**config.mk**
```make
export PLATFORM = sky130hd
export DESIGN_NAME = drc_dram_control
export DESIGN_NICKNAME = d
export VERILOG_FILES = /design/src/verilog/drc_dram_control.v /design/src/verilog/drc_refresh_timer.v
export VERILOG_INCLUDE_DIRS = /design/src /design/src/verilog
export SDC_FILE = /design/constraint.sdc
export NUM_CORES = 1
export LEC_CHECK = 0
export ABC_AREA = 1
export BUFFER_PORTS_ARGS = -buffer_cell sky130_fd_sc_hd__clkbuf_2
export CAP_MARGIN = 20
export CORE_UTILIZATION = 40
export DETAILED_ROUTE_END_ITERATION = 12
export HOLD_SLACK_MARGIN = 0.02
export PLACE_DENSITY = 0.65
export SLEW_MARGIN = 30
export SYNTH_ARGS = -nofsm -noshare
export SYNTH_HDL_FRONTEND = slang
export SYNTH_SLANG_ARGS = --single-unit
```
**constraint.sdc**
```tcl
create_clock -name core_clk -period 2.2 [get_ports core_clk]
set_input_delay 0.44 -clock core_clk [delete_from_list [all_inputs] [get_ports core_clk]]
set_output_delay 0.44 -clock core_clk [all_outputs]
set_load 0.05 [all_outputs]
```
**src/verilog/drc_regs.vh**
```
// Register offsets, field positions, reset values and timing counts of the DRAM controller
`ifndef DRC_REGS_VH
`define DRC_REGS_VH
`define DRC_OFS_BANK_SELECT   8'h1B
`define DRC_OFS_CONFIG        8'h1E
`define DRC_CFG_RATE_LSB      0
`define DRC_CFG_RATE_MSB      2
`define DRC_CFG_UPPER_BIT     4
`define DRC_CFG_ENABLE_BIT    5
`define DRC_CFG_RESET         8'h00
`define DRC_BANK_RESET        8'h00
`define DRC_INT_128           8'h80
`define DRC_INT_88            8'h58
`define DRC_INT_64            8'h40
`define DRC_INT_44            8'h2C
`define DRC_INT_32            8'h20
`define DRC_INT_22            8'h16
`define DRC_INT_16            8'h10
`define DRC_INT_11            8'h0B
`define DRC_ACCESS_CLOCKS     2'h3
`define DRC_REFRESH_CLOCKS    2'h3
`define DRC_DRAM_BASE_HI      2'h2
`define DRC_UPPER_BASE_HI     2'h3
`endif

```
**src/verilog/drc_dram_control.v**
```verilog
// DRAM controller: address mux, strobes, refresh arbitration, control registers
//
// Function
// RULE1: Row then column address go out on the shared low address lines per access.
// RULE2: The board wires A16 and A7-A0, adding A17 or A18-A16 for banked sizes.
// RULE3: Refresh is CAS before RAS every 128/88/64/44/32/22/16/11 clocks by bits 2:0.
// RULE4: Bit 5 maps 80000H-BFFFFH as DRAM and turns three port pins into strobes.
// RULE5: With DRAM on, bit 4 maps C0000H-FFFFFH to the top bank, else it is ignored.
// RULE6: A separate bank register extends DRAM up to 4 MB behind a fixed window; the code drives only bank[2:0], 8 banks of 256 KB = 2 MB.
// RULE7: Refresh runs alongside any bus cycle that is not a DRAM access.
// RULE8: Refresh wins a tie with a DRAM access and the CPU waits meanwhile.
// RULE9: Refresh requested during a DRAM access starts after that access ends.
// RULE10: A DRAM access requested during refresh waits until refresh ends.
// RULE11: Each DRAM access takes three clocks regardless of wait-state setting.
// RULE12: External ready always stretches a DRAM cycle; the board drives it.
// RULE13: DMA memory-to-memory goes out as two separate ordinary accesses.
// RULE14: Bus, strobes, data and ready follow the concurrent cycle during refresh.
// RULE15: Refresh counter, strobe timing and bank register use two I/O registers.
// RULE16: A clock counter raises refresh at the chosen interval and restarts.
`timescale 1ns/1ps
`default_nettype none
`include "drc_regs.vh"
module drc_dram_control (
    input  wire        core_clk,
    input  wire        reset_n,
    input  wire        io_write,
    input  wire        io_read,
    input  wire [7:0]  io_addr,
    input  wire [7:0]  io_wdata,
    output reg  [7:0]  io_rdata,
    input  wire        mem_req,
    input  wire [19:0] mem_addr,
    output wire        cpu_wait,
    output wire        mem_done,
    input  wire        external_ready_in,
    output reg  [7:0]  dram_addr,
    output reg  [2:0]  dram_bank_addr,
    output wire        dram_region_hit,
    output reg         ras_n,
    output reg         cas_n,
    output reg         debug_upper_select_n,
    input  wire [2:0]  port_out,
    output wire        port1_bit1,
    output wire        port1_bit2,
    output wire        port1_bit3,
    output wire [7:0]  dram_config_control,
    output wire [7:0]  dram_bank_select
);
    localparam ST_IDLE = 2'h0;
    localparam ST_ACC  = 2'h1;
    localparam ST_REF  = 2'h2;

    reg  [1:0] rst_sync;
    wire       rst_n = rst_sync[1];
    reg  [1:0] rdy_sync;
    wire       ready_s = rdy_sync[1];
    reg  [7:0] cfg;
    reg  [7:0] bank;
    reg  [1:0] state;
    reg  [1:0] phase;
    reg        ref_pending;
    reg        upper_hit;
    wire       ref_tick;
    wire       dram_on = cfg[`DRC_CFG_ENABLE_BIT];

    assign dram_config_control = cfg;
    assign dram_bank_select    = bank;

    always @(posedge core_clk or negedge reset_n)
    begin
        if (!reset_n)
            rst_sync <= 2'b00;
        else
            rst_sync <= {rst_sync[0], 1'b1};
    end

    always @(posedge core_clk or negedge rst_n)
    begin
        if (!rst_n)
            rdy_sync <= 2'b11;
        else
            rdy_sync <= {rdy_sync[0], external_ready_in};
    end

    // RULE4: DRAM window; RULE5: upper bank only when DRAM on
    wire win_dram  = dram_on && (mem_addr[19:18] == `DRC_DRAM_BASE_HI);
    wire win_upper = dram_on && cfg[`DRC_CFG_UPPER_BIT]
                     && (mem_addr[19:18] == `DRC_UPPER_BASE_HI);
    assign dram_region_hit = win_dram || win_upper;

    // RULE15: two I/O-mapped registers
    always @(posedge core_clk or negedge rst_n)
    begin
        if (!rst_n)
        begin
            cfg  <= `DRC_CFG_RESET;
            bank <= `DRC_BANK_RESET;
        end
        else if (io_write)
        begin
            if (io_addr == `DRC_OFS_CONFIG)
                cfg <= io_wdata;
            else if (io_addr == `DRC_OFS_BANK_SELECT)
                bank <= io_wdata;
        end
    end

    always @(posedge core_clk or negedge rst_n)
    begin
        if (!rst_n)
            io_rdata <= 8'h00;
        else if (io_read && io_addr == `DRC_OFS_CONFIG)
            io_rdata <= cfg;
        else if (io_read && io_addr == `DRC_OFS_BANK_SELECT)
            io_rdata <= bank;
        else
            io_rdata <= 8'h00;
    end

    drc_refresh_timer u_timer (
        .core_clk (core_clk),
        .rst_n    (rst_n),
        .enable   (dram_on),
        .rate     (cfg[`DRC_CFG_RATE_MSB:`DRC_CFG_RATE_LSB]),
        .tick     (ref_tick)
    );

    // Ready stretches only the last access clock
    wire acc_last = (state == ST_ACC) && (phase == `DRC_ACCESS_CLOCKS - 2'h1);
    wire ref_last = (state == ST_REF) && (phase == `DRC_REFRESH_CLOCKS - 2'h1);
    // RULE12: ready always honoured
    wire acc_end  = acc_last && ready_s;
    assign mem_done = acc_end;
    // RULE10: wait while refresh or access busy
    // RULE8: tie gives refresh, CPU waits
    assign cpu_wait = mem_req && dram_region_hit && !acc_end;

    // A tick seen in idle starts refresh at once; only a busy tick waits,
    // otherwise one tick would give two refresh cycles
    always @(posedge core_clk or negedge rst_n)
    begin
        if (!rst_n)
            ref_pending <= 1'b0;
        else if (ref_tick && state != ST_IDLE)
            ref_pending <= 1'b1;
        else if (state == ST_IDLE)
            ref_pending <= 1'b0;
    end

    wire ref_want = ref_tick || ref_pending;

    always @(posedge core_clk or negedge rst_n)
    begin
        if (!rst_n)
        begin
            state     <= ST_IDLE;
            phase     <= 2'h0;
            upper_hit <= 1'b0;
        end
        else
        begin
            case (state)
                ST_IDLE:
                begin
                    phase <= 2'h0;
                    // RULE8: refresh first on a tie
                    // RULE7: refresh free of other bus cycles
                    if (ref_want && dram_on)
                        state <= ST_REF;
                    // RULE13: each DMA half is an ordinary request
                    else if (mem_req && dram_region_hit)
                    begin
                        state     <= ST_ACC;
                        upper_hit <= win_upper;
                    end
                end
                ST_ACC:
                begin
                    // RULE11: three clocks, the last one held while ready_s is low
                    if (acc_end)
                        state <= ST_IDLE;
                    else if (!acc_last)
                        phase <= phase + 2'h1;
                end
                ST_REF:
                begin
                    if (ref_last)
                        state <= ST_IDLE;
                    else
                        phase <= phase + 2'h1;
                end
                default: state <= ST_IDLE;
            endcase
        end
    end

    // RULE9: refresh deferred by the ST_ACC hold above
    // RULE1: row on phase 0, column after
    // RULE6: bank lines from bank register, top bank forced
    // RULE14: refresh leaves bus lines to the other cycle
    always @(posedge core_clk or negedge rst_n)
    begin
        if (!rst_n)
        begin
            dram_addr            <= 8'h00;
            dram_bank_addr       <= 3'h0;
            ras_n                <= 1'b1;
            cas_n                <= 1'b1;
            debug_upper_select_n <= 1'b1;
        end
        else
        begin
            debug_upper_select_n <= !(state == ST_ACC && upper_hit);
            if (state == ST_ACC)
            begin
                ras_n          <= 1'b0;
                cas_n          <= (phase == 2'h0);
                dram_addr      <= (phase == 2'h0) ? mem_addr[15:8] : mem_addr[7:0];
                dram_bank_addr <= upper_hit ? 3'h7 : bank[2:0];
                if (acc_end)
                begin
                    ras_n <= 1'b1;
                    cas_n <= 1'b1;
                end
            end
            // RULE3: CAS falls before RAS
            else if (state == ST_REF)
            begin
                cas_n <= ref_last;
                ras_n <= ref_last || (phase == 2'h0);
            end
            else
            begin
                ras_n <= 1'b1;
                cas_n <= 1'b1;
            end
        end
    end

    // RULE4: pins are strobes or port bits
    assign port1_bit1 = dram_on ? ras_n : port_out[0];
    assign port1_bit2 = dram_on ? cas_n : port_out[1];
    assign port1_bit3 = dram_on ? debug_upper_select_n : port_out[2];
endmodule // drc_dram_control
`default_nettype wire

```
**src/verilog/drc_refresh_timer.v**
```verilog
// Refresh interval timer raising a one-cycle refresh request
`timescale 1ns/1ps
`default_nettype none
`include "drc_regs.vh"
module drc_refresh_timer (
    input  wire       core_clk,
    input  wire       rst_n,
    input  wire       enable,
    input  wire [2:0] rate,
    output reg        tick
);
    reg  [7:0] count;

    function [7:0] drc_interval;
        input [2:0] code;
        begin
            case (code)
                3'h0: drc_interval = `DRC_INT_128;
                3'h1: drc_interval = `DRC_INT_88;
                3'h2: drc_interval = `DRC_INT_64;
                3'h3: drc_interval = `DRC_INT_44;
                3'h4: drc_interval = `DRC_INT_32;
                3'h5: drc_interval = `DRC_INT_22;
                3'h6: drc_interval = `DRC_INT_16;
                default: drc_interval = `DRC_INT_11;
            endcase
        end
    endfunction

    // RULE16: count, request, restart
    // RULE3: interval from rate code
    always @(posedge core_clk or negedge rst_n)
    begin
        if (!rst_n)
        begin
            count <= 8'h00;
            tick  <= 1'b0;
        end
        else if (!enable)
        begin
            count <= 8'h00;
            tick  <= 1'b0;
        end
        else if (count >= drc_interval(rate) - 8'h01)
        begin
            count <= 8'h00;
            tick  <= 1'b1;
        end
        else
        begin
            count <= count + 8'h01;
            tick  <= 1'b0;
        end
    end
endmodule // drc_refresh_timer
`default_nettype wire

```
# [Word-level counts from Yosys, hierarchy flattened]
# Index checks and enable logic that the tools add are counted.
[word_totals] word_cells=100 latchBits=0 n_memories=0 reg_bits=57 input_bits=45 romBits=0 ramBits=0
[op_classes] n_reduce_logical=29 n_mux=30 n_mul=0 shifts=0 eq_ne=19 order_cmp=1 bitwise=2 add_sub_neg=3 div=0
[ops] operator="8-bit case mux with 7 select lines" count=1
[ops] operator="8-bit 2-to-1 mux" count=6
[ops] operator="8-bit by 5-bit equality test with 1-bit output (second input constant)" count=2
[ops] operator="2-bit 2-to-1 mux" count=7
[ops] operator="1-bit logical AND" count=13
[ops] operator="1-bit 2-to-1 mux" count=13
[ops] operator="2-bit case mux with 3 select lines" count=2
[ops] operator="2-bit inequality test (second input constant)" count=5
[ops] operator="3-bit equality test (second input constant)" count=3
[ops] operator="3-bit AND reduction" count=3
[ops] operator="8-bit by 1-bit adder with 8-bit output (second input constant)" count=1
[ops] operator="2-bit equality test (second input constant)" count=4
[ops] operator="8-bit >= comparator" count=1
[ops] operator="8-bit by 1-bit subtractor with 8-bit output (second input constant)" count=1
[ops] operator="3-bit by 2-bit equality test with 1-bit output (second input constant)" count=2
[ops] operator="2-bit logical NOT" count=2
[ops] operator="4-bit AND reduction" count=1
[ops] operator="2-bit nonzero test" count=2
[ops] operator="3-bit by 1-bit equality test with 1-bit output (second input constant)" count=1
[ops] operator="3-bit logical NOT" count=1
[ops] operator="1-bit logical OR" count=3
[ops] operator="3-bit 2-to-1 mux" count=1
[ops] operator="3-bit by 2-bit inequality test with 1-bit output (second input constant)" count=1
[ops] operator="3-bit nonzero test" count=1
[ops] operator="other kinds (5)" count=7

# [Longest topological paths before layout]
# Gate-level depths: netlist (run 1).
[depth] word_depth=7 ltp_mapped=16 ltp_nobuf=15

# [Hierarchy]
# Synthesis (run 1) repeated with hierarchy kept, for this count alone.
[hier_totals] hier_cells=339 hier_area_um2=2934.1
[by_module_without_submodules] mod="drc_dram_control" seq_area_each_um2=1207.4 n_inst=1 cells_per_inst=254 area_each_um2=2257.2
[by_module_without_submodules] mod="drc_refresh_timer" seq_area_each_um2=225.2 n_inst=1 cells_per_inst=85 area_each_um2=676.9

# [Least setup slack after synthesis (run 1)]
# Ideal clock, no wire load.
[synth_path] kind="register to register" start="register cfg[2] (netlist: dram_config_control[2])" end="register u_timer.count[0]" arrival_ns=2.588 setup_ns=0.076 n_path_buf=1 stages_incl_launch_ff=14 setup_slack_ns=-0.464 cell_sequence="dfrtp_1 > clkbuf_1 > nand2_1 > nor2_1 > a21oi_1 > ha_1 > o21ai_0 > o211ai_1 > ha_1 > a21oi_1 > nor2_1 > nor2_1 > nand3_1 > nor2_1"
[synth_between] elab_chain_cells=7
[synth_lines] element="start: declaration" line_no="drc_dram_control.v:57" rtl="reg [7:0] cfg;"
[synth_lines] element="start signal: assignment" line_no="drc_dram_control.v:96" rtl="cfg <= `DRC_CFG_RESET;"
[synth_lines] element="start signal: assignment" line_no="drc_dram_control.v:102" rtl="cfg <= io_wdata;"
[synth_lines] element="3-bit equality test (tied with other cells)" line_no="drc_refresh_timer.v:17" rtl="case (code)"
[synth_lines] element="8-bit case mux with 7 select lines *" line_no="drc_refresh_timer.v:17"
[synth_lines] element="8-bit 2-to-1 mux *" line_no="drc_refresh_timer.v:39" rtl="else if (!enable)"
[synth_lines] element="8-bit by 1-bit subtractor with 8-bit output *" line_no="drc_refresh_timer.v:44" rtl="else if (count >= drc_interval(rate) - 8'h01)"
[synth_lines] element="8-bit >= comparator *" line_no="drc_refresh_timer.v:44"
[synth_lines] element="8-bit 2-to-1 mux *" line_no="drc_refresh_timer.v:44"
[synth_lines] element="8-bit 2-to-1 mux *" line_no="drc_refresh_timer.v:39"
[synth_lines] element="end signal: assignment" line_no="drc_refresh_timer.v:51" rtl="count <= count + 8'h01;"
[synth_lines] element="end: declaration" line_no="drc_refresh_timer.v:12" rtl="reg [7:0] count;"
# Every way passes the cells marked *; elsewhere a longest branch is shown, timed or not. The select of a mux whose other input is x is not followed.
# A chain may end at the register's enable or synchronous reset.

# [Worst setup path in the final report (run 1)]
[layout_path] start="register cfg[0] (netlist: dram_config_control[0])" end="register u_timer.count[5]"
# The elaborated chain is that of the path after synthesis.

==> results.json, run 1 <==
{
  "status": "finished clean",
  "rsz0062_at_grt": "true",
  "num_vias": 2586,
  "syn_nets": 402,
  "cp.required_ns": 2.47,
  "first_global_vias": 2366,
  "initial_core_util_pct": 41.8,
  "worst_pin_slew_ns": 0.580,
  "cts_tree": "done",
  "grt_pass1_wl_um": 11000,
  "fill_cells": 614,
  "cts.sinks": 57,
  "drt-initial-drc-count": 71,
  "cts_buffer_depth": 2,
  "synth_seq_area_share_pct": 49.9,
  "portBuffers": 86,
  "critPathMaxFanout": 8,
  "drc": 0,
  "utilization_pct": 55.0,
  "ir_drop_uv": 454,
  "maxCapViolCount": 0,
  "pre_cts_ws_ns": -0.0549,
  "first_pass_iters": 4,
  "netlist_area_sq_um": 2870,
  "skew_ns": 0.00891,
  "diodes": 0,
  "setup_ws_ns": 0.0795,
  "drive_gt1_share_pct": 33.6,
  "period_needed_ns": 2.12,
  "avgSynthCellArea_sq_um": 8.45,
  "synth_cell_types": 32,
  "areaGrowthSynthToFinish_pct": 31.5,
  "dp_hpwl_um": 5020,
  "synth_edf_count": 0,
  "p_leak_uw": 0.00206,
  "path_class": "reg -> reg",
  "routabilityCongestion": 0.759,
  "grt_usage_pct": 19.3,
  "finalMaxSlewViolations": 0,
  "htree_levels": 3,
  "synth_common_cells": "nand2_1, dfrtp_1, nor2_1, o21ai_0, inv_1",
  "start_kind": "flip-flop",
  "top_level_ports": 89,
  "met1_usage_pct": 24.9,
  "routedWlPerCell_um": 12.4,
  "via_per_inst": 4.80,
  "fp.dieH_um": 86.7,
  "ys_warn_count": 0,
  "routed_wl_um": 6690,
  "critPathCaptureType": "flip-flop",
  "die_area_sq_um": 7520,
  "grtUsageMet3_pct": 4.95,
  "synth-async-reset-ratio_pct": 100,
  "pwr_density_cell_nw_per_um2": 1120,
  "synth_area_leaders": "dfrtp_1, nand2_1, ha_1",
  "coreArea_sq_um": 6870,
  "slew_headroom_pct": 61.3,
  "clock.fmax_ghz": 0.472,
  "clk_latency_ns": 0.33,
  "num_rows": 30,
  "grt_max_degree": 31,
  "setup_viol": 0,
  "placed_cell_area_sq_um": 3460,
  "clk_pin_slew_worst_paths_ns": 0.06,
  "min_path_type": "in -> reg",
  "whs_ns": 0.186,
  "nets": 500,
  "busiest_layer": "met2",
  "grt.met2_usage_pct": 30.6,
  "cts_buffers": 9,
  "final_antenna_net_count": 0,
  "finalHoldViolCount": 0,
  "root_buffer": "clkbuf_8",
  "grt_overflow_total": 0,
  "period_share_pct": 96.4,
  "antenna_found_initial": 0,
  "post-synth-top-count-cell": "nand2_1",
  "final_area_sq_um": 3770,
  "synth-seq-cells": 57,
  "critPathArrivalTime_ns": 2.39,
  "yosys.area.top_type_share_pct": 45.3,
  "yosys.area.top_type": "dfrtp_1",
  "synthCells": 340,
  "synthFlopType": "dfrtp_1",
  "die_w_um": 86.7
}
==> flip-flops by register name (all words and copies together) (netlist names) <==
signal	flops
dram_config_control	8
rst_sync	2
u_timer.tick	1
dram_bank_select	8
cas_n	1
debug_upper_select_n	1
phase	2
ref_pending	1
dram_bank_addr	3
dram_addr	8
upper_hit	1
state	2
ras_n	1
io_rdata	8
u_timer.count	8
rdy_sync	2
==> critical path: stages, from the launching register on <==
cell	delay [ns]
dfrtp_2	0.44
nand2_4	0.09
nor2_4	0.05
a21oi_2	0.13
ha_2	0.23
inv_2	0.04
nand2_1	0.05
o211ai_1	0.08
ha_1	0.32
a21oi_2	0.15
nor2_2	0.05
nor2_2	0.14
nand3_4	0.14
nor2_1	0.12
==> metal layers <==
metal | vias up | share of wire, %
met2 | 74 | 46
met5 | - | 0
met4 | 0 | 1.4
met3 | 9 | 7.4
li1 | 1289 | -
met1 | 1214 | 45
==> path summary, 6_finish.rpt <==
check	start	end	slack (ns)	cells after the start
setup / recovery	dram_config_control[0]	u_timer.count[5]	0.08	13
hold / removal	external_ready_in	rdy_sync[0]	0.19	1
setup reg to reg	dram_config_control[0]	u_timer.count[5]	0.08	13
hold reg to reg	rst_sync[1]	io_rdata[3]	0.27	0
max in group asynchronous	rst_sync[1]	debug_upper_select_n	1.30	1
min in group asynchronous	rst_sync[1]	io_rdata[3]	0.27	0
==> power breakdown <==
group / internal, uW / switching [uW]
clock: 817 / 416
combinational: 453 / 1100
sequential: 1270 / 158
==> cells in the final DEF, fill, tap and decap left out, drive strengths merged <==
cell type,synthesis,routed
a211oi,1,1
a21o,1,1
a21oi,7,7
a22oi,1,1
buf,6,10
bufinv,0,3
clkbuf,4,98
clkinv,1,2
conb,1,1
dfrtp,52,52
dfstp,5,5
dlygate4sd3,0,1
ha,17,17
inv,31,31
nand2,102,102
nand3,20,20
nand4,11,11
nor2,41,41
nor3,1,1
o211ai,1,1
o21ai,32,32
xnor2,2,2
xor2,3,3
==> through the flow <==
stage	TNS (ns)	cells	power (uW)
5_1_grt	-0.232	539	4480
4_1_cts	0	539	4230
6_report	0	539	4210
3_5_place_dp	-0.325	518	2960
3_3_place_gp	0	518	2920
2_1_floorplan	-0.526	340	2570
==> area by class of cell <==
| cell class | instances | area, sq um | share of cell area (%) |
|---|---|---|---|
| multi-input combinational | 241 | 1320 | 34.8 |
| sequential | 57 | 1440 | 38.1 |
| tap | 96 | 120 | 3.18 |
| timing repair buffer | 97 | 528 | 14.0 |
| inverter | 32 | 120 | 3.18 |
| clock inverter | 4 | 98.8 | 2.62 |
| clock buffer | 12 | 155 | 4.11 |
==> cell families after synthesis <==
group | share of synthesized area, %
and+or+nand+nor | 26.4
DFF | 49.9
AOI/OAI and AO/OA | 8.10
buffers and inverters | 6.49
adders and majority gates | 7.41
xor gates and xnor gates | 1.53
other | 0.131
==> what timing repair did <==
item / CTS / global route
resized for setup: 1 / 8
pin swaps: 5 / 3
hold endpoints to repair: 2 / 0
setup endpoints to repair: 8 / 9
hold buffers: 1 / 0
buffers inserted: 4 / 0
No activity file was read; power rests on OpenSTA's default activity.
==> run 2, diff against run 1 <==
--- a/config.mk
+++ b/config.mk
@@ -15,3 +15,3 @@
 export PLACE_DENSITY = 0.65
-export SLEW_MARGIN = 30
+export SLEW_MARGIN = 20
 export SYNTH_ARGS = -nofsm -noshare
==> constraint.sdc (replaced) <==
create_clock -name core_clk -period 2.2 [get_ports core_clk]
set_input_delay 0.33 -clock core_clk [delete_from_list [all_inputs] [get_ports core_clk]]
set_output_delay 0.33 -clock core_clk [all_outputs]
set_load 0.05 [all_outputs]
==> run 2 against run 1 <==
Net effect: clock-buffer cell count is 1 lower; routed wire length is 3.3% lower; final area is 2.5% lower; via count is 2.9% lower; sequential power hardly changed; critical endpoint is now u_timer.count[6]; largest cell class unchanged; largest power group unchanged.
==> results.json, run 2 (synthesis gave the netlist of run 1 again) <==
{
  "status": "finished clean",
  "fill_cells": 660,
  "areaGrowthSynthToFinish_pct": 28.1,
  "r2r_slack_ns": 0.07,
  "finalMaxSlewViolations": 0,
  "clk_latency_ns": 0.34,
  "critPathBufInv": 1,
  "die_w_um": 86.7,
  "r2r-start": "dram_config_control[0]",
  "power_frac_clock_pct": 23.4,
  "portBuffers": 86,
  "first_global_vias": 2343,
  "worstHoldPathCells": 1,
  "via_per_inst": 4.68,
  "worst_pin_slew_ns": 0.551,
  "diodes": 0,
  "p_leak_uw": 0.00202,
  "grt_pass1_wl_um": 10600,
  "min-delay-start": "external_ready_in",
  "min_to": "rdy_sync[0]",
  "first_pass_iters": 4,
  "finalHoldViolCount": 0,
  "initial_core_util_pct": 41.8,
  "slowest_delay_ns": 0.45,
  "cts_tree": "done",
  "final_area_sq_um": 3680,
  "grt_max_degree": 33,
  "utilization_pct": 53.6,
  "wl_met3_um": 432,
  "critPathCaptureType": "flip-flop",
  "setup-tns-final_ns": 0,
  "cp_slowest_cell": "dfrtp_2",
  "final_cell_mix": "nand2_1, clkbuf_2, dfrtp_1",
  "root_buffer": "clkbuf_8",
  "die_area_sq_um": 7520,
  "maxCapViolCount": 0,
  "routabilityCongestion": 0.780,
  "period_needed_ns": 2.13,
  "period_share_pct": 96.6,
  "grt_usage_pct": 18.9,
  "clk_pin_slew_worst_paths_ns": 0.07,
  "p_sw_uw": 1630,
  "setup_viol": 0,
  "power.share.switching_pct": 42.4,
  "cp.required_ns": 2.46,
  "skew_ns": 0.0104,
  "p_total_uw": 3850,
  "mostFrequentLayoutCell": "nand2_1",
  "coreArea_sq_um": 6870,
  "placed_cell_area_sq_um": 3460,
  "drt-met1-wl_um": 2990,
  "start_kind": "flip-flop",
  "drive_gt1_share_pct": 33.2,
  "intPower_uw": 2220,
  "cpLargestDelayFamily": "simple AND/OR/NAND/NOR gates",
  "ir_drop_uv": 404,
  "path_class": "reg -> reg",
  "cts_buffers": 9,
  "dp_hpwl_um": 4890,
  "reg2reg_to": "u_timer.count[6]",
  "cts_buffer_depth": 2,
  "p_comb_share_pct": 39.8,
  "num_vias": 2511,
  "dr_wl_met2_um": 2930,
  "rr_worst_depth": 13,
  "critPathMaxFanout": 8,
  "drc": 0,
  "top_level_ports": 89,
  "min_path_type": "in -> reg",
  "cts.sinks": 57,
  "routed_wl_um": 6470,
  "routedWlPerCell_um": 12.1,
  "htree_levels": 3,
  "num_rows": 30,
  "critPathArrivalTime_ns": 2.38,
  "highest_layer": "met4",
  "crit_chain": "nand2_4 > nor2_4 > a21oi_2 > ha_2 > inv_2 > nand2_1 > o211ai_1 > ha_1 > a21oi_2 > nor2_1 > nor2_2 > nand3_4 > nor2_1",
  "grt_overflow_total": 0,
  "nets": 498,
  "clock.fmax_ghz": 0.470,
  "p_seq_share_pct": 36.8,
  "antenna_found_initial": 0,
  "slew_headroom_pct": 63.3,
  "rsz0062_at_grt": "true",
  "final_antenna_net_count": 0,
  "pwr_density_cell_nw_per_um2": 1050,
  "fp.dieH_um": 86.7,
  "drt-initial-drc-count": 78
}
[run 2: cell count changes in the layout (fill, tap and decap cells not counted), sizes merged]
cell,delta
clkbuf,-1
clkinv,+2
buf,-2
bufinv,-2
[run 2: timing repair]
action / CTS / global route
setup buffers: 1 / 0
setup endpoints to repair: 8 / 9
hold buffers: 1 / 0
resized for setup: 2 / 8
gates cloned: 0 / 0
hold endpoints to repair: 2 / 0
pin swaps: 0 / 3
[run 2: worst max-delay path by stage]
| stage | startpoint | to | slack, ns | cells after the start |
|---|---|---|---|---|
| floorplan | dram_config_control[2] | u_timer.count[0] | -0.08 | 13 |
| finish | dram_config_control[0] | u_timer.count[6] | 0.07 | 13 |
| detailed placement | dram_config_control[0] | u_timer.count[6] | -0.05 | 15 |
| CTS | dram_config_control[0] | u_timer.count[6] | 0.01 | 15 |
| global placement | dram_config_control[0] | u_timer.count[0] | 0.05 | 13 |
| global route | dram_config_control[0] | u_timer.count[2] | -0.07 | 15 |
[run 2: metrics by stage]
step           std cells  setup WS [ns]  hold slack, ns
2_1_floorplan        340        -0.0764          0.0344
3_3_place_gp         519         0.0488           0.118
4_1_cts              536         0.0149          0.0580
5_1_grt              536        -0.0709          0.0536
6_report             536         0.0737          0.0762
3_5_place_dp         519        -0.0496           0.119
[run 2: area by class of cell]
cell class	count	area, sq um	area share [%]
Sequential cell	57	1440	39.1
Multi-Input combinational cell	241	1310	35.7
Timing Repair Buffer	95	513	13.9
Clock buffer	11	131	3.57
Inverter	32	120	3.26
Tap cell	96	120	3.26
Clock inverter	4	45.0	1.22
[run 2: power by group through the flow]
stage,Combinational (uW),Sequential [uW],Clock (uW)
after global placement,1480,1430,0
after detailed placement,1510,1440,0
after global routing,1710,1450,984
after CTS,1530,1420,932
after floorplan,732,1830,0
final,1530,1420,903
[run 2: layer usage]
metal / track usage (%) / vias to the layer above
met5: 0 / -
met4: 7.73 / 0
met3: 7.05 / 11
met2: 29.6 / 71
met1: 23.6 / 1149
li1: - / 1280
==> run 3, diff against run 2 <==
- CELL_PAD_IN_SITES_DETAIL_PLACEMENT: default -> 0
- CELL_PAD_IN_SITES_GLOBAL_PLACEMENT: default -> 1
- CORE_UTILIZATION: 40 -> 37
- PLACE_DENSITY: 0.65 -> 0.79
==> run 3 against run 2 <==
Net effect: the run now ends with setup timing left; combinational power rose by 4%; flip-flop and latch count did not move; final area rose by 1.7%; first-iteration DRC count rose by 19%; largest cell class unchanged; routed wire length rose by 3.1%; via count rose by 0.84%; die area rose by 7.9%; clock-buffer cell count rose by 3; sequential share of layout area fell by 0.64 points; core utilization fell by 2.8 points; worst hold slack improved by 0.0051 ns; clock skew fell by 0.0059 ns.
==> results.json, run 3 (synthesis gave the netlist of run 1 again) <==
{
  "status": "finished with violations",
  "violations": "setup timing",
  "cts.sinks": 57,
  "drt-initial-drc-count": 93,
  "grt_overflow_total": 0,
  "finalMaxSlewViolations": 0,
  "grt_usage_pct": 17.3,
  "critPathArrivalTime_ns": 2.47,
  "layoutNonFillerInstCount": 544,
  "rsz0062_at_grt": "true",
  "clk_pin_slew_worst_paths_ns": 0.06,
  "dp.cells": 524,
  "slew_headroom_pct": 56.6,
  "p_leak_uw": 0.00205,
  "path_class": "reg -> reg",
  "finalHoldViolCount": 0,
  "period_needed_ns": 2.21,
  "mostFrequentLayoutCell": "nand2_1",
  "pwr_density_cell_nw_per_um2": 1050,
  "cts_buffer_depth": 2,
  "coreArea_sq_um": 7370,
  "first_pass_iters": 4,
  "root_buffer": "clkbuf_8",
  "areaGrowthSynthToFinish_pct": 30.3,
  "critPathCaptureType": "flip-flop",
  "drive_gt1_share_pct": 35.1,
  "worst_pin_slew_ns": 0.652,
  "die_w_um": 90.1,
  "num_rows": 31,
  "cp.required_ns": 2.46,
  "whs_ns": 0.0813,
  "routed_wl_um": 6670,
  "final_antenna_net_count": 0,
  "via_per_inst": 4.65,
  "dp_hpwl_um": 5000,
  "cp_slowest_cell": "dfrtp_2",
  "first_global_vias": 2447,
  "cts_tree": "done",
  "grt_max_degree": 29,
  "cts_buffers": 9,
  "crit_chain": "inv_2 > nor2_1 > a21oi_2 > ha_2 > inv_2 > nand2_1 > o211ai_1 > ha_1 > a21oi_2 > nor2_1 > nor2_2 > nand3_4 > nor2_2",
  "min_path_type": "in -> reg",
  "maxCapViolCount": 0,
  "diodes": 0,
  "ir_drop_uv": 340,
  "die_area_sq_um": 8120,
  "slowest_delay_ns": 0.43,
  "initial_core_util_pct": 39.0,
  "top_level_ports": 89,
  "clk_latency_ns": 0.33,
  "portBuffers": 86,
  "critPathMaxFanout": 8,
  "period_share_pct": 101,
  "routabilityCongestion": 0.761,
  "final_cell_mix": "nand2_1, clkbuf_2, dfrtp_1",
  "setup_viol": 3,
  "grt_pass1_wl_um": 11300,
  "setup-tns-final_ns": -0.0275,
  "start_kind": "flip-flop",
  "routedWlPerCell_um": 12.3,
  "fp.dieH_um": 90.1,
  "r2r_slack_ns": -0.01,
  "clock.fmax_ghz": 0.452,
  "nets": 502,
  "antenna_found_initial": 0,
  "drc": 0,
  "num_vias": 2532,
  "pre_cts_ws_ns": -0.0216,
  "setup_ws_ns": -0.0143,
  "htree_levels": 3,
  "skew_ns": 0.00455
}
[run 3: cell count changes in the layout (fill, tap and decap cells not counted)]
cell       change
nor2_2         +3
bufinv_16      -1
nor2_1         -3
clkinv_2       -1
clkbuf_8       +4
a21oi_2        +1
buf_4          +4
a21oi_1        -1
clkbuf_1       -1
[run 3: area by class of cell]
class / count / area [sq um]
fillers: 734 / 3630
flip-flops and latches: 57 / 1440
multi-input cells: 241 / 1320
repair buffers: 99 / 543
clock buffers: 14 / 183
well taps: 99 / 124
inverters: 32 / 120
clock inverters: 2 / 10.0
[run 3: repair_timing]
item,CTS,global route
pin swaps,7,11
resized for setup,2,12
endpoints found under the setup margin,8,9
endpoints found under the hold margin,2,0
setup buffers,3,1
hold buffers,1,0
[run 3: critical path: cells and delay by family (launching register included)]
kind                       cells  cell delay, ns
buffers and inverters          2            0.10
DFF                            1            0.43
adders and majority gates      2            0.57
AOI/OAI and AO/OA              3            0.38
and+or+nand+nor                6            0.65
[run 3: stage by stage]
step           instance area, sq um  util (%)  power, uW
2_1_floorplan                  2920         -       2560
3_3_place_gp                   3480      47.2       2930
3_5_place_dp                   3480      47.2       2960
4_1_cts                        3720      50.4       3930
5_1_grt                        3740      50.8       4210
6_report                       3740      50.8       3940
[run 3: power by group]
part / internal (uW) / switching (uW)
sequential: 1270 / 154
combinational: 466 / 1130
clock: 529 / 396
[run 3: final timing paths]
check | cells after the start | startpoint | to
max in group asynchronous | 1 | rst_sync[1] | rdy_sync[0]
min in group asynchronous | 0 | rst_sync[1] | io_rdata[0]
worst min-delay path | 1 | external_ready_in | rdy_sync[0]
worst max-delay path | 13 | dram_config_control[0] | u_timer.count[2]
worst max register to register | 13 | dram_config_control[0] | u_timer.count[2]
worst min register to register | 0 | rst_sync[1] | io_rdata[0]
[run 3: metal layers]
metal | vias to the layer above | GRT usage, % | part of all wire, %
met2 | 75 | 27.0 | 46
met4 | 0 | 7.66 | 1.1
li1 | 1295 | - | -
met5 | - | 0 | 0
met3 | 7 | 4.65 | 6.8
met1 | 1155 | 22.5 | 46
